## src/sra_pkg.sv

```systemverilog
// constants and types shared by the serial register access slave
// assumes one 125 mhz clock domain; serial pins arrive asynchronously
package sra_pkg;
    // synchronised pin vector layout
    localparam int PIN_N = 5;
    localparam int PIN_SCK = 0;
    localparam int PIN_MOSI = 1;
    localparam int PIN_SS = 2;
    localparam int PIN_SCL = 3;
    localparam int PIN_SDA = 4;
    // idle levels after reset: select, scl and sda high
    localparam logic [4:0] PIN_RST = 5'h1c;

    // spi instruction framing
    localparam logic [5:0] SPI_LAST = 6'h37;
    localparam int SPI_DIR = 55;
    localparam int SPI_ADDR_MSB = 54;
    localparam int SPI_ADDR_LSB = 32;
    localparam int SPI_DATA_MSB = 31;

    // two-wire framing
    localparam logic [3:0] TW_ADDR_HI = 4'h8;
    localparam logic [3:0] TW_ACK_SLOT = 4'h8;
    localparam logic [2:0] TW_LAST_ADDR_BYTE = 3'h2;
    localparam logic [2:0] TW_FIRST_DATA_BYTE = 3'h3;
    localparam logic [2:0] TW_LAST_DATA_BYTE = 3'h6;
    localparam logic [1:0] TW_LAST_TX_BYTE = 2'h3;

    // value returned for an address nobody decodes
    localparam logic [31:0] REG_MISS_DATA = 32'h0;

    typedef enum logic [1:0] {
        SRA_TW_IDLE,
        SRA_TW_SADDR,
        SRA_TW_RX,
        SRA_TW_TX
    } sra_tw_e;
endpackage : sra_pkg

```

## src/sra_pin_if.sv

```systemverilog
// synchronised serial pin levels and their edges
// assumes the producer and consumer share i_mclk
`timescale 1ns/10ps
interface sra_pin_if;
    logic [sra_pkg::PIN_N-1:0] lvl;
    logic [sra_pkg::PIN_N-1:0] rise;
    logic [sra_pkg::PIN_N-1:0] fall;
    modport src(output lvl, output rise, output fall);
    modport dst(input lvl, input rise, input fall);
endinterface : sra_pin_if

```

## src/sra_sync.sv

```systemverilog
// two-flop synchroniser with edge detection for the serial pins
// assumes pins are asynchronous to i_mclk and much slower than it
`timescale 1ns/10ps
module sra_sync (
    input wire logic i_mclk,                          // system clock
    input wire logic i_srst,                          // synchronous reset
    input wire logic [sra_pkg::PIN_N-1:0] i_pins,     // raw pin levels
    sra_pin_if.src p                                  // synchronised levels and edges
);
    import sra_pkg::*;

    logic [PIN_N-1:0] meta;
    logic [PIN_N-1:0] sync;
    logic [PIN_N-1:0] hist;

    // first stage feeds only the second; edges compare stages two and three
    always_ff @(posedge i_mclk) begin
        if (i_srst) begin
            meta <= PIN_RST;
            sync <= PIN_RST;
            hist <= PIN_RST;
        end else begin
            meta <= i_pins;
            sync <= meta;
            hist <= sync;
        end
    end

    assign p.lvl = sync;
    assign p.rise = sync & ~hist;
    assign p.fall = hist & ~sync;
endmodule : sra_sync

```

## src/sra_top.sv

```systemverilog
// spi and two-wire slave front end to the 32-bit register space
// assumes the register space answers one cycle after o_reg_req
`timescale 1ns/10ps
module sra_top (
    input wire logic i_mclk,                 // 125 mhz system clock
    input wire logic i_srst,                 // synchronous reset, active high
    input wire logic i_spi_sck,              // spi serial clock pin
    input wire logic i_spi_mosi,             // spi data from host
    input wire logic i_slave_select_low,     // spi select, active low
    output logic o_spi_miso,                 // spi data to host
    output logic o_spi_miso_oe_n,            // miso enable, low drives
    input wire logic i_tw_scl,               // two-wire clock pin
    input wire logic i_tw_sda,               // two-wire data pin level
    output logic o_tw_sda,                   // two-wire data drive value
    output logic o_tw_sda_oe_n,              // sda enable, low drives
    input wire logic [2:0] i_port_addr,      // slave address strap pins
    input wire logic i_fast_mode,            // spi output launch on rising edge
    input wire logic i_gpio_mode_req,        // hand the two-wire pins to gpio
    output logic o_tw_pin_sel,               // pins serve the two-wire slave
    output logic o_reg_req,                  // register access pulse
    output logic o_reg_we,                   // access is a write
    output logic [22:0] o_reg_addr,          // channel, device, register
    output logic [31:0] o_reg_wdata,         // write data
    input wire logic [31:0] i_reg_rdata,     // read data, cycle after request
    input wire logic i_reg_hit               // address decoded, with read data
);
    import sra_pkg::*;

    sra_pin_if pins ();
    logic [2:0] port_meta;
    logic [2:0] port_sync;
    logic ss;
    logic [5:0] spi_cnt;
    logic [54:0] spi_sh;
    logic [55:0] spi_instr;
    logic spi_done;
    logic cur_dir;
    logic [23:0] prev_hdr;
    logic [31:0] prev_data;
    logic prev_rd;
    logic spi_upd;
    logic [5:0] spi_idx;
    logic rd_pend;
    logic rd_src_tw;
    logic [31:0] rd_word;
    sra_tw_e tw_st;
    logic [3:0] tw_bcnt;
    logic [7:0] tw_sh;
    logic tw_ack_drv;
    logic tw_rw;
    logic [2:0] tw_byte;
    logic [1:0] tw_tx;
    logic tw_nack;
    logic [23:0] tw_addr;
    logic [31:0] tw_wd;
    logic [31:0] tw_rd;
    logic tw_req;
    logic tw_req_we;
    logic [22:0] tw_req_addr;
    logic [31:0] tw_req_wd;
    logic tw_start;
    logic tw_stop;

    // selects bit b of byte idx, byte 0 being the most significant
    function automatic logic sra_tw_bit(input logic [31:0] w, input logic [1:0] idx,
                                        input logic [2:0] b);
        sra_tw_bit = w[{~idx, b}];
    endfunction : sra_tw_bit

    sra_sync u_sync (
        .i_mclk(i_mclk),
        .i_srst(i_srst),
        .i_pins({i_tw_sda, i_tw_scl, i_slave_select_low, i_spi_mosi, i_spi_sck}),
        .p(pins.src)
    );

    // strap pins pass two flops before the address compare reads them
    always_ff @(posedge i_mclk) begin
        if (i_srst) begin
            port_meta <= 3'h0;
            port_sync <= 3'h0;
        end else begin
            port_meta <= i_port_addr;
            port_sync <= port_meta;
        end
    end

    // pin function: two-wire after reset until gpio config claims the pins
    always_ff @(posedge i_mclk) begin
        if (i_srst) begin
            o_tw_pin_sel <= 1'b1;
        end else begin
            o_tw_pin_sel <= ~i_gpio_mode_req;
        end
    end

    assign ss = pins.lvl[PIN_SS];
    assign spi_instr = {spi_sh, pins.lvl[PIN_MOSI]};
    assign spi_done = ~ss & pins.rise[PIN_SCK] & (spi_cnt == SPI_LAST);
    assign spi_idx = SPI_LAST - spi_cnt;

    // input shift on rising sck only, whatever the launch mode
    always_ff @(posedge i_mclk) begin
        if (i_srst) begin
            spi_cnt <= 6'h0;
            spi_sh <= 55'h0;
            cur_dir <= 1'b0;
        end else if (ss) begin
            spi_cnt <= 6'h0;
        end else if (pins.rise[PIN_SCK]) begin
            spi_sh <= spi_instr[54:0];
            spi_cnt <= (spi_cnt == SPI_LAST) ? 6'h0 : spi_cnt + 6'h1;
            if (spi_cnt == 6'h0) begin
                cur_dir <= pins.lvl[PIN_MOSI];
            end
        end
    end

    // echo state: header of the last instruction, and its data or fetched word
    always_ff @(posedge i_mclk) begin
        if (i_srst) begin
            prev_hdr <= 24'h0;
            prev_data <= 32'h0;
            prev_rd <= 1'b0;
        end else begin
            if (spi_done) begin
                prev_hdr <= spi_instr[SPI_DIR:SPI_ADDR_LSB];
                prev_rd <= ~spi_instr[SPI_DIR];
                if (spi_instr[SPI_DIR]) begin
                    prev_data <= spi_instr[SPI_DATA_MSB:0];
                end
            end
            if (rd_pend && !rd_src_tw) begin
                prev_data <= rd_word;
            end
        end
    end

    // launch strobe one cycle after the edge so a just-finished header is seen
    always_ff @(posedge i_mclk) begin
        if (i_srst) begin
            spi_upd <= 1'b0;
        end else begin
            spi_upd <= pins.fall[PIN_SS] |
                       (~ss & (i_fast_mode ? pins.rise[PIN_SCK] : pins.fall[PIN_SCK]));
        end
    end

    // miso bit: header bits, then data, zeroed when a write follows a read
    always_ff @(posedge i_mclk) begin
        if (i_srst) begin
            o_spi_miso <= 1'b0;
        end else if (spi_upd) begin
            if (spi_idx[5]) begin
                o_spi_miso <= prev_hdr[spi_idx[4:0]];
            end else if (cur_dir && prev_rd) begin
                o_spi_miso <= 1'b0;
            end else begin
                o_spi_miso <= prev_data[spi_idx[4:0]];
            end
        end
    end

    // miso floats whenever the select is high
    assign o_spi_miso_oe_n = ss;

    // register port: spi wins a same-cycle clash, ports are not used together
    always_ff @(posedge i_mclk) begin
        if (i_srst) begin
            o_reg_req <= 1'b0;
            o_reg_we <= 1'b0;
            o_reg_addr <= 23'h0;
            o_reg_wdata <= 32'h0;
            rd_pend <= 1'b0;
            rd_src_tw <= 1'b0;
        end else begin
            o_reg_req <= spi_done | tw_req;
            rd_pend <= o_reg_req & ~o_reg_we;
            if (spi_done) begin
                o_reg_we <= spi_instr[SPI_DIR];
                o_reg_addr <= spi_instr[SPI_ADDR_MSB:SPI_ADDR_LSB];
                o_reg_wdata <= spi_instr[SPI_DATA_MSB:0];
                rd_src_tw <= 1'b0;
            end else if (tw_req) begin
                o_reg_we <= tw_req_we;
                o_reg_addr <= tw_req_addr;
                o_reg_wdata <= tw_req_wd;
                rd_src_tw <= 1'b1;
            end
        end
    end

    // undecoded addresses read as zero on either port
    assign rd_word = i_reg_hit ? i_reg_rdata : REG_MISS_DATA;

    always_ff @(posedge i_mclk) begin
        if (i_srst) begin
            tw_rd <= 32'h0;
        end else if (rd_pend && rd_src_tw) begin
            tw_rd <= rd_word;
        end
    end

    assign tw_start = pins.fall[PIN_SDA] & pins.lvl[PIN_SCL];
    assign tw_stop = pins.rise[PIN_SDA] & pins.lvl[PIN_SCL];
    assign o_tw_sda = 1'b0; // open drain: only ever pulls low

    // two-wire slave; sda changes only after scl falls, so start/stop stay clean
    always_ff @(posedge i_mclk) begin
        tw_req <= 1'b0;
        if (i_srst || !o_tw_pin_sel) begin
            tw_st <= SRA_TW_IDLE;
            tw_bcnt <= 4'h0;
            tw_sh <= 8'h0;
            o_tw_sda_oe_n <= 1'b1;
            tw_ack_drv <= 1'b0;
            tw_rw <= 1'b0;
            tw_byte <= 3'h0;
            tw_tx <= 2'h0;
            tw_nack <= 1'b0;
            tw_addr <= 24'h0;
            tw_wd <= 32'h0;
            tw_req_we <= 1'b0;
            tw_req_addr <= 23'h0;
            tw_req_wd <= 32'h0;
        end else if (tw_stop) begin
            tw_st <= SRA_TW_IDLE;
            o_tw_sda_oe_n <= 1'b1;
            tw_ack_drv <= 1'b0;
        end else if (tw_start) begin
            tw_st <= SRA_TW_SADDR;
            tw_bcnt <= 4'h0;
            o_tw_sda_oe_n <= 1'b1;
            tw_ack_drv <= 1'b0;
        end else if (tw_st != SRA_TW_IDLE && pins.rise[PIN_SCL]) begin
            if (tw_bcnt == TW_ACK_SLOT) begin
                tw_bcnt <= 4'h0;
                tw_nack <= pins.lvl[PIN_SDA];
            end else begin
                tw_bcnt <= tw_bcnt + 4'h1;
                tw_sh <= {tw_sh[6:0], pins.lvl[PIN_SDA]};
            end
        end else if (tw_st != SRA_TW_IDLE && pins.fall[PIN_SCL]) begin
            if (tw_bcnt == TW_ACK_SLOT) begin
                case (tw_st)
                    SRA_TW_SADDR: begin
                        if (tw_sh[7:1] == {TW_ADDR_HI, port_sync}) begin
                            o_tw_sda_oe_n <= 1'b0;
                            tw_ack_drv <= 1'b1;
                            tw_rw <= tw_sh[0];
                            tw_byte <= 3'h0;
                            if (tw_sh[0]) begin
                                tw_req <= 1'b1;
                                tw_req_we <= 1'b0;
                                tw_req_addr <= tw_addr[22:0];
                                tw_addr <= {tw_addr[23:16], tw_addr[15:0] + 16'h1};
                            end
                        end else begin
                            tw_st <= SRA_TW_IDLE;
                        end
                    end
                    SRA_TW_RX: begin
                        o_tw_sda_oe_n <= 1'b0;
                        tw_ack_drv <= 1'b1;
                        if (tw_byte <= TW_LAST_ADDR_BYTE) begin
                            tw_addr <= {tw_addr[15:0], tw_sh};
                            tw_byte <= tw_byte + 3'h1;
                        end else if (tw_byte == TW_LAST_DATA_BYTE) begin
                            tw_req <= 1'b1;
                            tw_req_we <= 1'b1;
                            tw_req_addr <= tw_addr[22:0];
                            tw_req_wd <= {tw_wd[23:0], tw_sh};
                            tw_addr <= {tw_addr[23:16], tw_addr[15:0] + 16'h1};
                            tw_byte <= TW_FIRST_DATA_BYTE;
                        end else begin
                            tw_wd <= {tw_wd[23:0], tw_sh};
                            tw_byte <= tw_byte + 3'h1;
                        end
                    end
                    SRA_TW_TX: begin
                        o_tw_sda_oe_n <= 1'b1;
                        if (tw_tx == TW_LAST_TX_BYTE && !tw_nack) begin
                            tw_req <= 1'b1;
                            tw_req_we <= 1'b0;
                            tw_req_addr <= tw_addr[22:0];
                            tw_addr <= {tw_addr[23:16], tw_addr[15:0] + 16'h1};
                        end
                    end
                    default: begin
                        o_tw_sda_oe_n <= 1'b1;
                    end
                endcase
            end else if (tw_bcnt == 4'h0) begin
                if (tw_ack_drv) begin
                    tw_ack_drv <= 1'b0;
                    o_tw_sda_oe_n <= 1'b1;
                    if (tw_st == SRA_TW_SADDR) begin
                        if (tw_rw) begin
                            tw_st <= SRA_TW_TX;
                            tw_tx <= 2'h0;
                            o_tw_sda_oe_n <= sra_tw_bit(tw_rd, 2'h0, 3'h7);
                        end else begin
                            tw_st <= SRA_TW_RX;
                        end
                    end
                end else if (tw_st == SRA_TW_TX) begin
                    if (tw_nack) begin
                        tw_st <= SRA_TW_IDLE;
                        o_tw_sda_oe_n <= 1'b1;
                    end else begin
                        tw_tx <= tw_tx + 2'h1;
                        o_tw_sda_oe_n <= sra_tw_bit(tw_rd, tw_tx + 2'h1, 3'h7);
                    end
                end
            end else if (tw_st == SRA_TW_TX) begin
                o_tw_sda_oe_n <= sra_tw_bit(tw_rd, tw_tx, 3'h7 - tw_bcnt[2:0]);
            end
        end
    end
endmodule : sra_top

```

## config.mk

```make
export PLATFORM = sky130hd
export DESIGN_NAME = sra_top
export DESIGN_NICKNAME = d
export VERILOG_FILES = /design/src/sra_pkg.sv /design/src/sra_pin_if.sv /design/src/sra_sync.sv /design/src/sra_top.sv
export SDC_FILE = /design/constraint.sdc
export NUM_CORES = 1
export LEC_CHECK = 0
export BUFFER_PORTS_ARGS = -buffer_cell sky130_fd_sc_hd__buf_2
export CAP_MARGIN = 20
export CELL_PAD_IN_SITES_DETAIL_PLACEMENT = 0
export CELL_PAD_IN_SITES_GLOBAL_PLACEMENT = 2
export CORE_ASPECT_RATIO = 0.5
export CORE_UTILIZATION = 37
export CTS_CLUSTER_DIAMETER = 60
export CTS_CLUSTER_SIZE = 40
export DETAILED_ROUTE_END_ITERATION = 12
export PLACE_DENSITY = 0.8
export SETUP_SLACK_MARGIN = 0.15
export SLEW_MARGIN = 20
export SYNTH_ARGS = -nofsm -noshare
export SYNTH_HDL_FRONTEND = slang
export SYNTH_SLANG_ARGS = --single-unit
```

## constraint.sdc

```tcl
create_clock -name i_mclk -period 2.7 [get_ports i_mclk]
set_input_delay 0.405 -clock i_mclk [delete_from_list [all_inputs] [get_ports i_mclk]]
set_output_delay 0.405 -clock i_mclk [all_outputs]
set_load 0.02 [all_outputs]
```

After elaboration in Yosys (flattened, before gate mapping):

Index checks and enable logic that the tools add are counted.

* register bits after elaboration: 361
* input port bits: 45
* output and inout port bits: 62
* logic and storage cells: 236

* $add $sub $neg: 7
* magnitude comparators: 4
* equality and inequality tests: 25
* muxes and demuxes: 84
* bitwise logic cells: 27
* reductions and logical operators: 51

Operators by type and width (count)
* $mux 32: 6
* $mux 23: 8
* $pmux 23 s3: 2
* $mux 16: 4
* $mux 1: 35
* $reduce_and 8->1: 4
* $mux 2: 13
* $reduce_and 10->1: 2
* $lt 5x6->1 const B: 3
* $reduce_bool 2->1: 9
* $add 16x1->16 const B: 1
* $ne 2x2->1 const B: 8
* $bmux 1 s5: 3
* $reduce_bool 3->1: 5
* $reduce_and 7->1: 2
* $not 1->1: 13
* $mux 4: 3
* $reduce_and 11->1: 1
* $and 5x5->5: 2
* $not 5->5: 2
* $reduce_and 5->1: 2
* $mux 3: 3
* $ne 3x3->1 const B: 3
* $reduce_and 9->1: 1
* 36 further kinds: 63

Logic depth before layout (Yosys ltp):

Gate-level depths: netlist of the first run.

* depth in word-level cells: 9
* depth in mapped cells: 10
* depth with buffers taken out: 7

Hierarchy:

A second synthesis of the first run with hierarchy kept.

* cell total of the unflattened synthesis: 1782
* area, all modules: 15094.5 sq um

Modules (own cells, without submodules)
* sra_top: instances 1, cells each 1741, area an instance 14620.3 sq um
* sra_sync: instances 1, cells each 41, area an instance 474.2 sq um

Worst setup path after synthesis of the first run:

OpenSTA, ideal clock, no wires.

* path kind: register -> register
* from: reg tw_bcnt[0]
* to: reg tw_bcnt[2]
* setup time: 0.070 ns
* arrival time: 2.328 ns
* data required time: 2.630 ns
* setup slack: 0.302 ns
* stages on the path, launching flop included: 10
* clock period less this slack: 2.398 ns
* path through: dfxtp_1 -> clkbuf_1 -> inv_1 -> ha_1 -> nor2b_1 -> nand2_1 -> nand4_1 -> clkbuf_1 -> or3b_2 -> a21oi_1

* cells in the longest elaborated chain, start to end: 4

Ends and longest elaborated chain
* from (decl): line sra_top.sv:47 `logic [3:0] tw_bcnt;`
* from (signal assigned): line sra_top.sv:240 `tw_bcnt <= tw_bcnt + 4'h1;`
* $add 4x1->4 / $eq 4x4->1 (equally long branches): line sra_top.sv:240, sra_top.sv:236
* $mux 4 (*): line sra_top.sv:236 `if (tw_bcnt == TW_ACK_SLOT) begin`
* $mux 4 (*): line sra_top.sv:235 `end else if (tw_st != SRA_TW_IDLE && pins.rise[PIN_SCL]) begin`
* $mux 4 (*): line sra_top.sv:230 `end else if (tw_start) begin`

Every way passes the cells marked *; elsewhere a longest branch is shown, timed or not. The select of a mux whose other input is x is not followed.
A chain may end at the register's enable or synchronous reset.

Worst setup path in the final report of the first run:

* from: reg tw_sh[6]
* to: reg tw_req_addr[10]

* cells in the longest elaborated chain, start to end: 3

Ends and longest elaborated chain
* from (decl): line sra_top.sv:48 `logic [7:0] tw_sh;`
* from (signal assigned): line sra_top.sv:241 `tw_sh <= {tw_sh[6:0], pins.lvl[PIN_SDA]};`
* $eq 7x7->1: line sra_top.sv:247 `if (tw_sh[7:1] == {TW_ADDR_HI, port_sync}) begin`
* $ne 2x2->1 (no line)
* $reduce_and 11->1 (no line)
* to (signal assigned): line sra_top.sv:255 `tw_req_addr <= tw_addr[22:0];`
* to (signal assigned): line sra_top.sv:271 `tw_req_addr <= tw_addr[22:0];`
* to (signal assigned): line sra_top.sv:285 `tw_req_addr <= tw_addr[22:0];`
* to (decl): line sra_top.sv:59 `logic [22:0] tw_req_addr;`

Every way passes these cells.

==> flow_metrics.py, run 1 <==
metrics = {
    "synth": {
        "syn_inst": 1784,
        "synth_top_area_share_pct": 47.50,
        "yosys_most_used_dff": "dfxtp_1",
        "yosysWarnings": 0,
        "synth_xor_area_share_pct": 0.5195,
        "ys_types": 69,
        "synth-compound-area-share_pct": 15.91,
        "synth.ff_latch_count": 360,
        "yosysSeqAreaShare_pct": 47.50,
        "synth_top_family_by_area": "simple AND/OR/NAND/NOR gates",
        "syn-mean-instance-area_um2": 8.505,
        "synth_edf_count": 0,
        "synthAdderAreaFrac_pct": 1.385,
        "muxShareOfSynthArea_pct": 10.82,
        "synth_largest_area_cell": "dfxtp_1",
        "synth-simple-area-share_pct": 19.68,
        "synth.area.top_cells": "dfxtp_1 (48%), nand2_1 (9.8%), a21oi_1 (8.5%), mux2i_1 (6.1%), nor2_1 (4.4%)",
        "async_reset_ff_share_pct": 0,
        "netlist_area_mm2": 0.01517,
        "synth_fp_nets": 1845,
    },
    "floorplan": {
        "die_h_um": 145.2,
        "dieArea_mm2": 0.04187,
        "core_area_mm2": 0.04040,
        "num_rows": 52,
        "initial_core_util_pct": 37.55,
        "die_w_um": 288.4,
        "io_pins": 107,
    },
    "setup_path": {
        "critPathRequiredTime_ns": 3.11,
        "worst_setup_path_end_kind": "flip-flop",
        "path_class": "reg2reg",
        "start_kind": "flip-flop",
        "cp_data_arrival_time_ns": 2.82,
        "crit_fanout": 23,
    },
    "timing": {
        "slew_violations": 0,
        "worstMarginPinSlew_ns": 0.8293,
        "fmax_ghz": 0.4166,
        "fin_crit_ns": 2.400,
        "setup_tns_ns": 0,
        "relSlewSlack_pct": 44.71,
        "finalSetupViolCount": 0,
        "rsz0062_at_grt": "no",
        "hold_violations": 0,
        "hold_slack_ns": 0.02080,
        "finClkSkew_ns": 0.03762,
        "fin_crit_sh_pct": 88.90,
    },
    "clock_network": {
        "clk_latency_ns": 0.57,
        "cts_buffers": 18,
        "clock-sinks": 360,
        "htreeDepth": 1,
        "clkTransAtPathRegs_ns": 0.11,
        "cts_buffer_depth": 3,
        "cts_tree": "done",
        "clock-root-buffer": "clkbuf_16",
        "cts_setup_buffers": 0,
    },
    "layout": {
        "layoutNonFillerInstCount": 2370,
        "nets": 1879,
        "drive_gt1_share_pct": 15.30,
        "antenna_cells": 0,
        "finalCoreUtilization_pct": 42.37,
        "area_growth_pct": 12.82,
    },
    "route": {
        "detail_route.wl_per_cell_um": 18.43,
        "finalWirelength_um": 43680,
        "vias_per_cell": 5.205,
        "dr.pass1.iters": 11,
        "via_count": 12340,
        "drt_iter0_markers": 812,
        "postRouteAntennaNets": 0,
        "drc": 5,
    },
    "run": {
        "maxCapViolations": 0,
    },
    "placed_design": {
        "place_congestion": 0.8273,
        "hpwl_um": 29400,
        "port_buffers": 105,
        "dp_cells": 2338,
    },
    "run_status": {
        "violations": "design-rule violations",
        "outcome": "complete, but fails checks",
    },
    "global_routing": {
        "grt.total_usage_pct": 20.62,
        "grt_start_max_net_pins": 151,
        "grt-ovfl-total": 0,
        "antenna_found_initial": 0,
        "grt_pass1_vias": 11570,
        "grt_first_pass_wirelength_um": 68400,
    },
    "power": {
        "vdd_drop_max_uv": 342.8,
        "power_leakage_nw": 6.125,
        "p_per_area_mw_per_mm2": 542.6,
    },
    "hold_path": {
        "worstHoldPathType": "in2reg",
    },
}
==> logic make-up (layout without fill, tap and decap cells) <==
group	count (synthesis)	count (layout)
multiplexers	136	136
XOR/XNOR	9	9
AND/OR/NAND/NOR	707	707
adder cells (fa/ha/maj)	17	17
other	1	1
buffers and inverters	160	206
flip-flops	360	360
AO/OA/AOI/OAI	394	394
==> routing by layer <==
metal / GRT usage, % / wire, um
met1: 31.20 / 22170
met2: 31.24 / 18960
met3: 3.381 / 2123
met4: 2.460 / 428
met5: 0 / 0
==> worst paths after layout <==
| kind | from | end | slack [ns] | depth (start not counted) |
|---|---|---|---|---|
| worst max-delay path | tw_sh[6] | tw_req_addr[10] | 0.30 | 7 |
| worst min-delay path | i_gpio_mode_req | o_tw_pin_sel | 0.02 | 2 |
| worst max register to register | tw_sh[6] | tw_req_addr[10] | 0.30 | 7 |
| worst min register to register | u_sync.meta[2] | u_sync.p.lvl[2] | 0.42 | 1 |
==> sequential cells by signal, summed over array words and instances (netlist names), 4 cells and up <==
register      count
u_sync.p.lvl      5
o_reg_addr       23
tw_rd            32
tw_sh             8
tw_addr          23
u_sync.hist       4
u_sync.meta       5
tw_bcnt           4
prev_hdr         24
tw_wd            24
spi_cnt           6
o_reg_wdata      32
spi_sh           55
prev_data        32
tw_req_wd        32
tw_req_addr      23
==> critical path, stage by stage (launching register included) <==
cell,delay [ns]
dfxtp_1,0.44
or4b_4,0.56
o41ai_4,0.43
buf_4,0.24
nand4_4,0.09
buf_4,0.26
mux2i_1,0.19
nor2_1,0.05
==> layout by cell type, fill, tap and decap left out, types with 24 or more instances in the layout <==
cell      Yosys  routed
nand3_1      49      49
buf_2         4     104
a211oi_1     67      67
nor2_1      176     174
a21oi_1     257     257
mux2_2       24      24
dfxtp_1     360     359
mux2i_1      92      92
buf_4         3      43
nand2_1     398     398
==> power by group <==
| part | leakage, nW | internal (W) | switching, W | total, W |
|---|---|---|---|---|
| clock network | 0.339 | 0.00163 | 0.00204 | 0.00367 |
| registers | 2.90 | 0.00532 | 0.0000127 | 0.00534 |
| logic | 2.88 | 0.0000779 | 0.000199 | 0.000277 |
| total | 6.13 | 0.00703 | 0.00226 | 0.00929 |
==> stage by stage <==
step,worst slack (ns),power [W],area (um2)
floorplan,0.3020,0.005613,15170
global placement,0.3476,0.005738,16400
detailed placement,0.3209,0.005736,16400
CTS,0.2890,0.009401,17110
global route,0.1586,0.009627,17120
finish,0.2997,0.009288,17120
==> cells in the mapped netlist (all sizes together), types with 2 or more instances <==
library cell and n:
o21bai 3, ha 16, o32ai 4, a41oi 3, mux4 20, nand2 398, or2 11, o41ai 3
nor4 5, nor4b 3, a211oi 67, dfxtp 360, o221a 6, nand4 7, o21a 2, or3b 2
nor3b 5, a21oi 258, o211ai 6, a311oi 2, nor2b 16, nor3 12, a221oi 4, nand3b 3
nor2 176, or4 2, or4b 2, buf 18, nand3 49, nand2b 9, o21ai 10, xor2 8
a211o 2, and4 3, a31oi 4, clkbuf 127, mux2i 92, a2111oi 2, o31ai 7, or3 2
mux2 24, inv 15, a22oi 2
==> what timing repair did <==
item / CTS / global route
setup endpoints to repair: 0 / 1
resized for setup: 0 / 1
hold buffers: 0 / 0
==> area by class of cell <==
class                      count  area [um2]
sequential                   360        7211
clock buffer                  20       489.2
fill                        4095       23290
multi-input combinational   1264        7391
clock inverter                12       220.2
tap                          540       675.6
timing repair buffer         159        1075
inverter                      15       56.30
Power figures use the tool's default switching activity.
==> run 2, diff against run 1 <==
Settings changed: CTS_BUF_LIST set to sky130_fd_sc_hd__clkbuf_16.
==> flow_metrics.py, run 2 (synthesis results as in run 1) <==
metrics = {
    "floorplan": {
        "dieArea_mm2": 0.04187,
        "die_h_um": 145.2,
        "num_rows": 52,
        "io_pins": 107,
        "core_area_mm2": 0.04040,
        "die_w_um": 288.4,
        "initial_core_util_pct": 37.55,
    },
    "layout": {
        "largest_register_ffs": 55,
        "final_cell_mix": "nand2_1 (398), dfxtp_1 (359), a21oi_1 (257)",
        "fill_cells": 4096,
        "multiInputGateArea_mm2": 0.007391,
        "nets": 1879,
        "layout.cells.most_common": "nand2_1",
        "layoutNonFillerInstCount": 2370,
        "drive_gt1_share_pct": 15.25,
        "area_growth_pct": 12.76,
        "antenna_cells": 0,
        "finalCoreUtilization_pct": 42.34,
        "top_register": "spi_sh",
        "regArea_mm2": 0.007211,
    },
    "timing": {
        "slew_violations": 0,
        "relSlewSlack_pct": 44.53,
        "setup_slack_ns": 0.3046,
        "hold_violations": 0,
        "fin_crit_sh_pct": 88.72,
        "worstMarginPinSlew_ns": 0.8321,
        "rsz0062_at_grt": "no",
        "setup_tns_ns": 0,
        "finalSetupViolCount": 0,
        "fin_crit_ns": 2.395,
        "finClkSkew_ns": 0.03773,
        "hold_slack_ns": 0.02081,
        "fmax_ghz": 0.4175,
    },
    "global_routing": {
        "grt-busiest-layer": "met2",
        "grt-ovfl-total": 0,
        "grt_pass1_vias": 11570,
        "grt.total_usage_pct": 20.62,
        "antenna_found_initial": 0,
        "grt_first_pass_wirelength_um": 68400,
        "grt_start_max_net_pins": 151,
        "gr-usage-met3_pct": 3.381,
        "met2_usage_pct": 31.24,
        "use_met1_pct": 31.20,
    },
    "placed_design": {
        "dp_cells": 2338,
        "hpwl_um": 29400,
        "port_buffers": 105,
        "pre_cts_ws_ns": 0.3209,
        "place_congestion": 0.8273,
    },
    "setup_path": {
        "crit_fanout": 23,
        "path_class": "reg2reg",
        "rrSetupSlack_ns": 0.30,
        "cp_data_arrival_time_ns": 2.81,
        "r2r_cells": 7,
        "worst_setup_path_end_kind": "flip-flop",
        "worstReg2RegEnd": "tw_req_addr[10]",
        "critPathRequiredTime_ns": 3.11,
        "startpoint": "tw_sh[6]",
        "start_kind": "flip-flop",
        "worstReg2RegStart": "tw_sh[6]",
    },
    "hold_path": {
        "hold_path.startpoint": "i_gpio_mode_req",
        "hold_path_end": "o_tw_pin_sel",
        "worstHoldPathType": "in2reg",
        "hold_depth": 2,
    },
    "power": {
        "p_seq_share_pct": 57.6,
        "power.share.clock_pct": 39.4,
        "p_int_w": 0.007004,
        "p_sw_w": 0.002255,
        "combPwrFrac_pct": 3.0,
        "swShare_pct": 24.35,
        "p_per_area_mw_per_mm2": 541.2,
        "power_leakage_nw": 6.120,
        "vdd_drop_max_uv": 342.8,
    },
    "clock_network": {
        "clk_latency_ns": 0.57,
        "cts-resized-gates": 0,
        "clkTransAtPathRegs_ns": 0.11,
        "clock-sinks": 360,
        "cts_setup_buffers": 0,
        "cts_buffer_depth": 3,
        "cts_tree": "done",
        "cts-hold-fix-buffers": 0,
        "clock-root-buffer": "clkbuf_16",
        "cts_buffers": 18,
        "htreeDepth": 1,
    },
    "route": {
        "postRouteAntennaNets": 0,
        "detail_route.wl_per_cell_um": 18.42,
        "dr.pass1.iters": 11,
        "drc": 5,
        "vias_per_cell": 5.205,
        "finalWirelength_um": 43650,
        "drt_iter0_markers": 812,
        "via_count": 12340,
    },
    "run": {
        "maxCapViolations": 0,
    },
    "run_status": {
        "violations": "design-rule violations",
        "outcome": "complete, but fails checks",
    },
}
==> run 2: metrics by stage <==
stage	power, W	area (um2)
after floorplan	0.005613	15170
after global placement	0.005738	16400
after detailed placement	0.005736	16400
after CTS	0.009371	17100
after global routing	0.009597	17110
final	0.009258	17110
==> run 2: worst max-delay path: stages (launching register included) <==
cell	delay [ns]
dfxtp_1	0.44
or4b_4	0.56
o41ai_4	0.43
buf_4	0.24
nand4_4	0.09
buf_4	0.26
mux2i_1	0.19
nor2_1	0.05
==> run 2: worst max-delay path by stage <==
stage | to | slack [ns]
3_5_place_dp | tw_req_addr[15] | 0.32
4_1_cts | tw_req_addr[15] | 0.29
3_3_place_gp | tw_req_addr[21] | 0.35
5_1_grt | tw_req_addr[17] | 0.16
6_report | tw_req_addr[10] | 0.30
2_1_floorplan | tw_bcnt[2] | 0.30
==> run 2: metal layers <==
layer	part of all wire, %	vias to the layer above	wire, um
li1	-	6185	-
met1	51	5912	22120
met2	43	214	18930
met3	5.0	26	2171
met4	0.98	0	428
met5	0	-	0
==> run 2: power by group through the flow <==
| stage | sequential [W] | combinational, W | clock [W] |
|---|---|---|---|
| after floorplan | 0.00545 | 0.000160 | 0 |
| after global placement | 0.00546 | 0.000280 | 0 |
| after detailed placement | 0.00546 | 0.000279 | 0 |
| after CTS | 0.00534 | 0.000280 | 0.00375 |
| after global routing | 0.00534 | 0.000301 | 0.00395 |
| final | 0.00534 | 0.000277 | 0.00364 |
==> run 2: final cells by class <==
| cell class | instances | area share [%] |
|---|---|---|
| well taps | 540 | 3.949 |
| inverters | 15 | 0.3291 |
| repair buffers | 159 | 6.282 |
| clock buffers | 19 | 2.779 |
| multi-input cells | 1264 | 43.20 |
| flip-flops and latches | 360 | 42.15 |
| clock inverters | 13 | 1.309 |
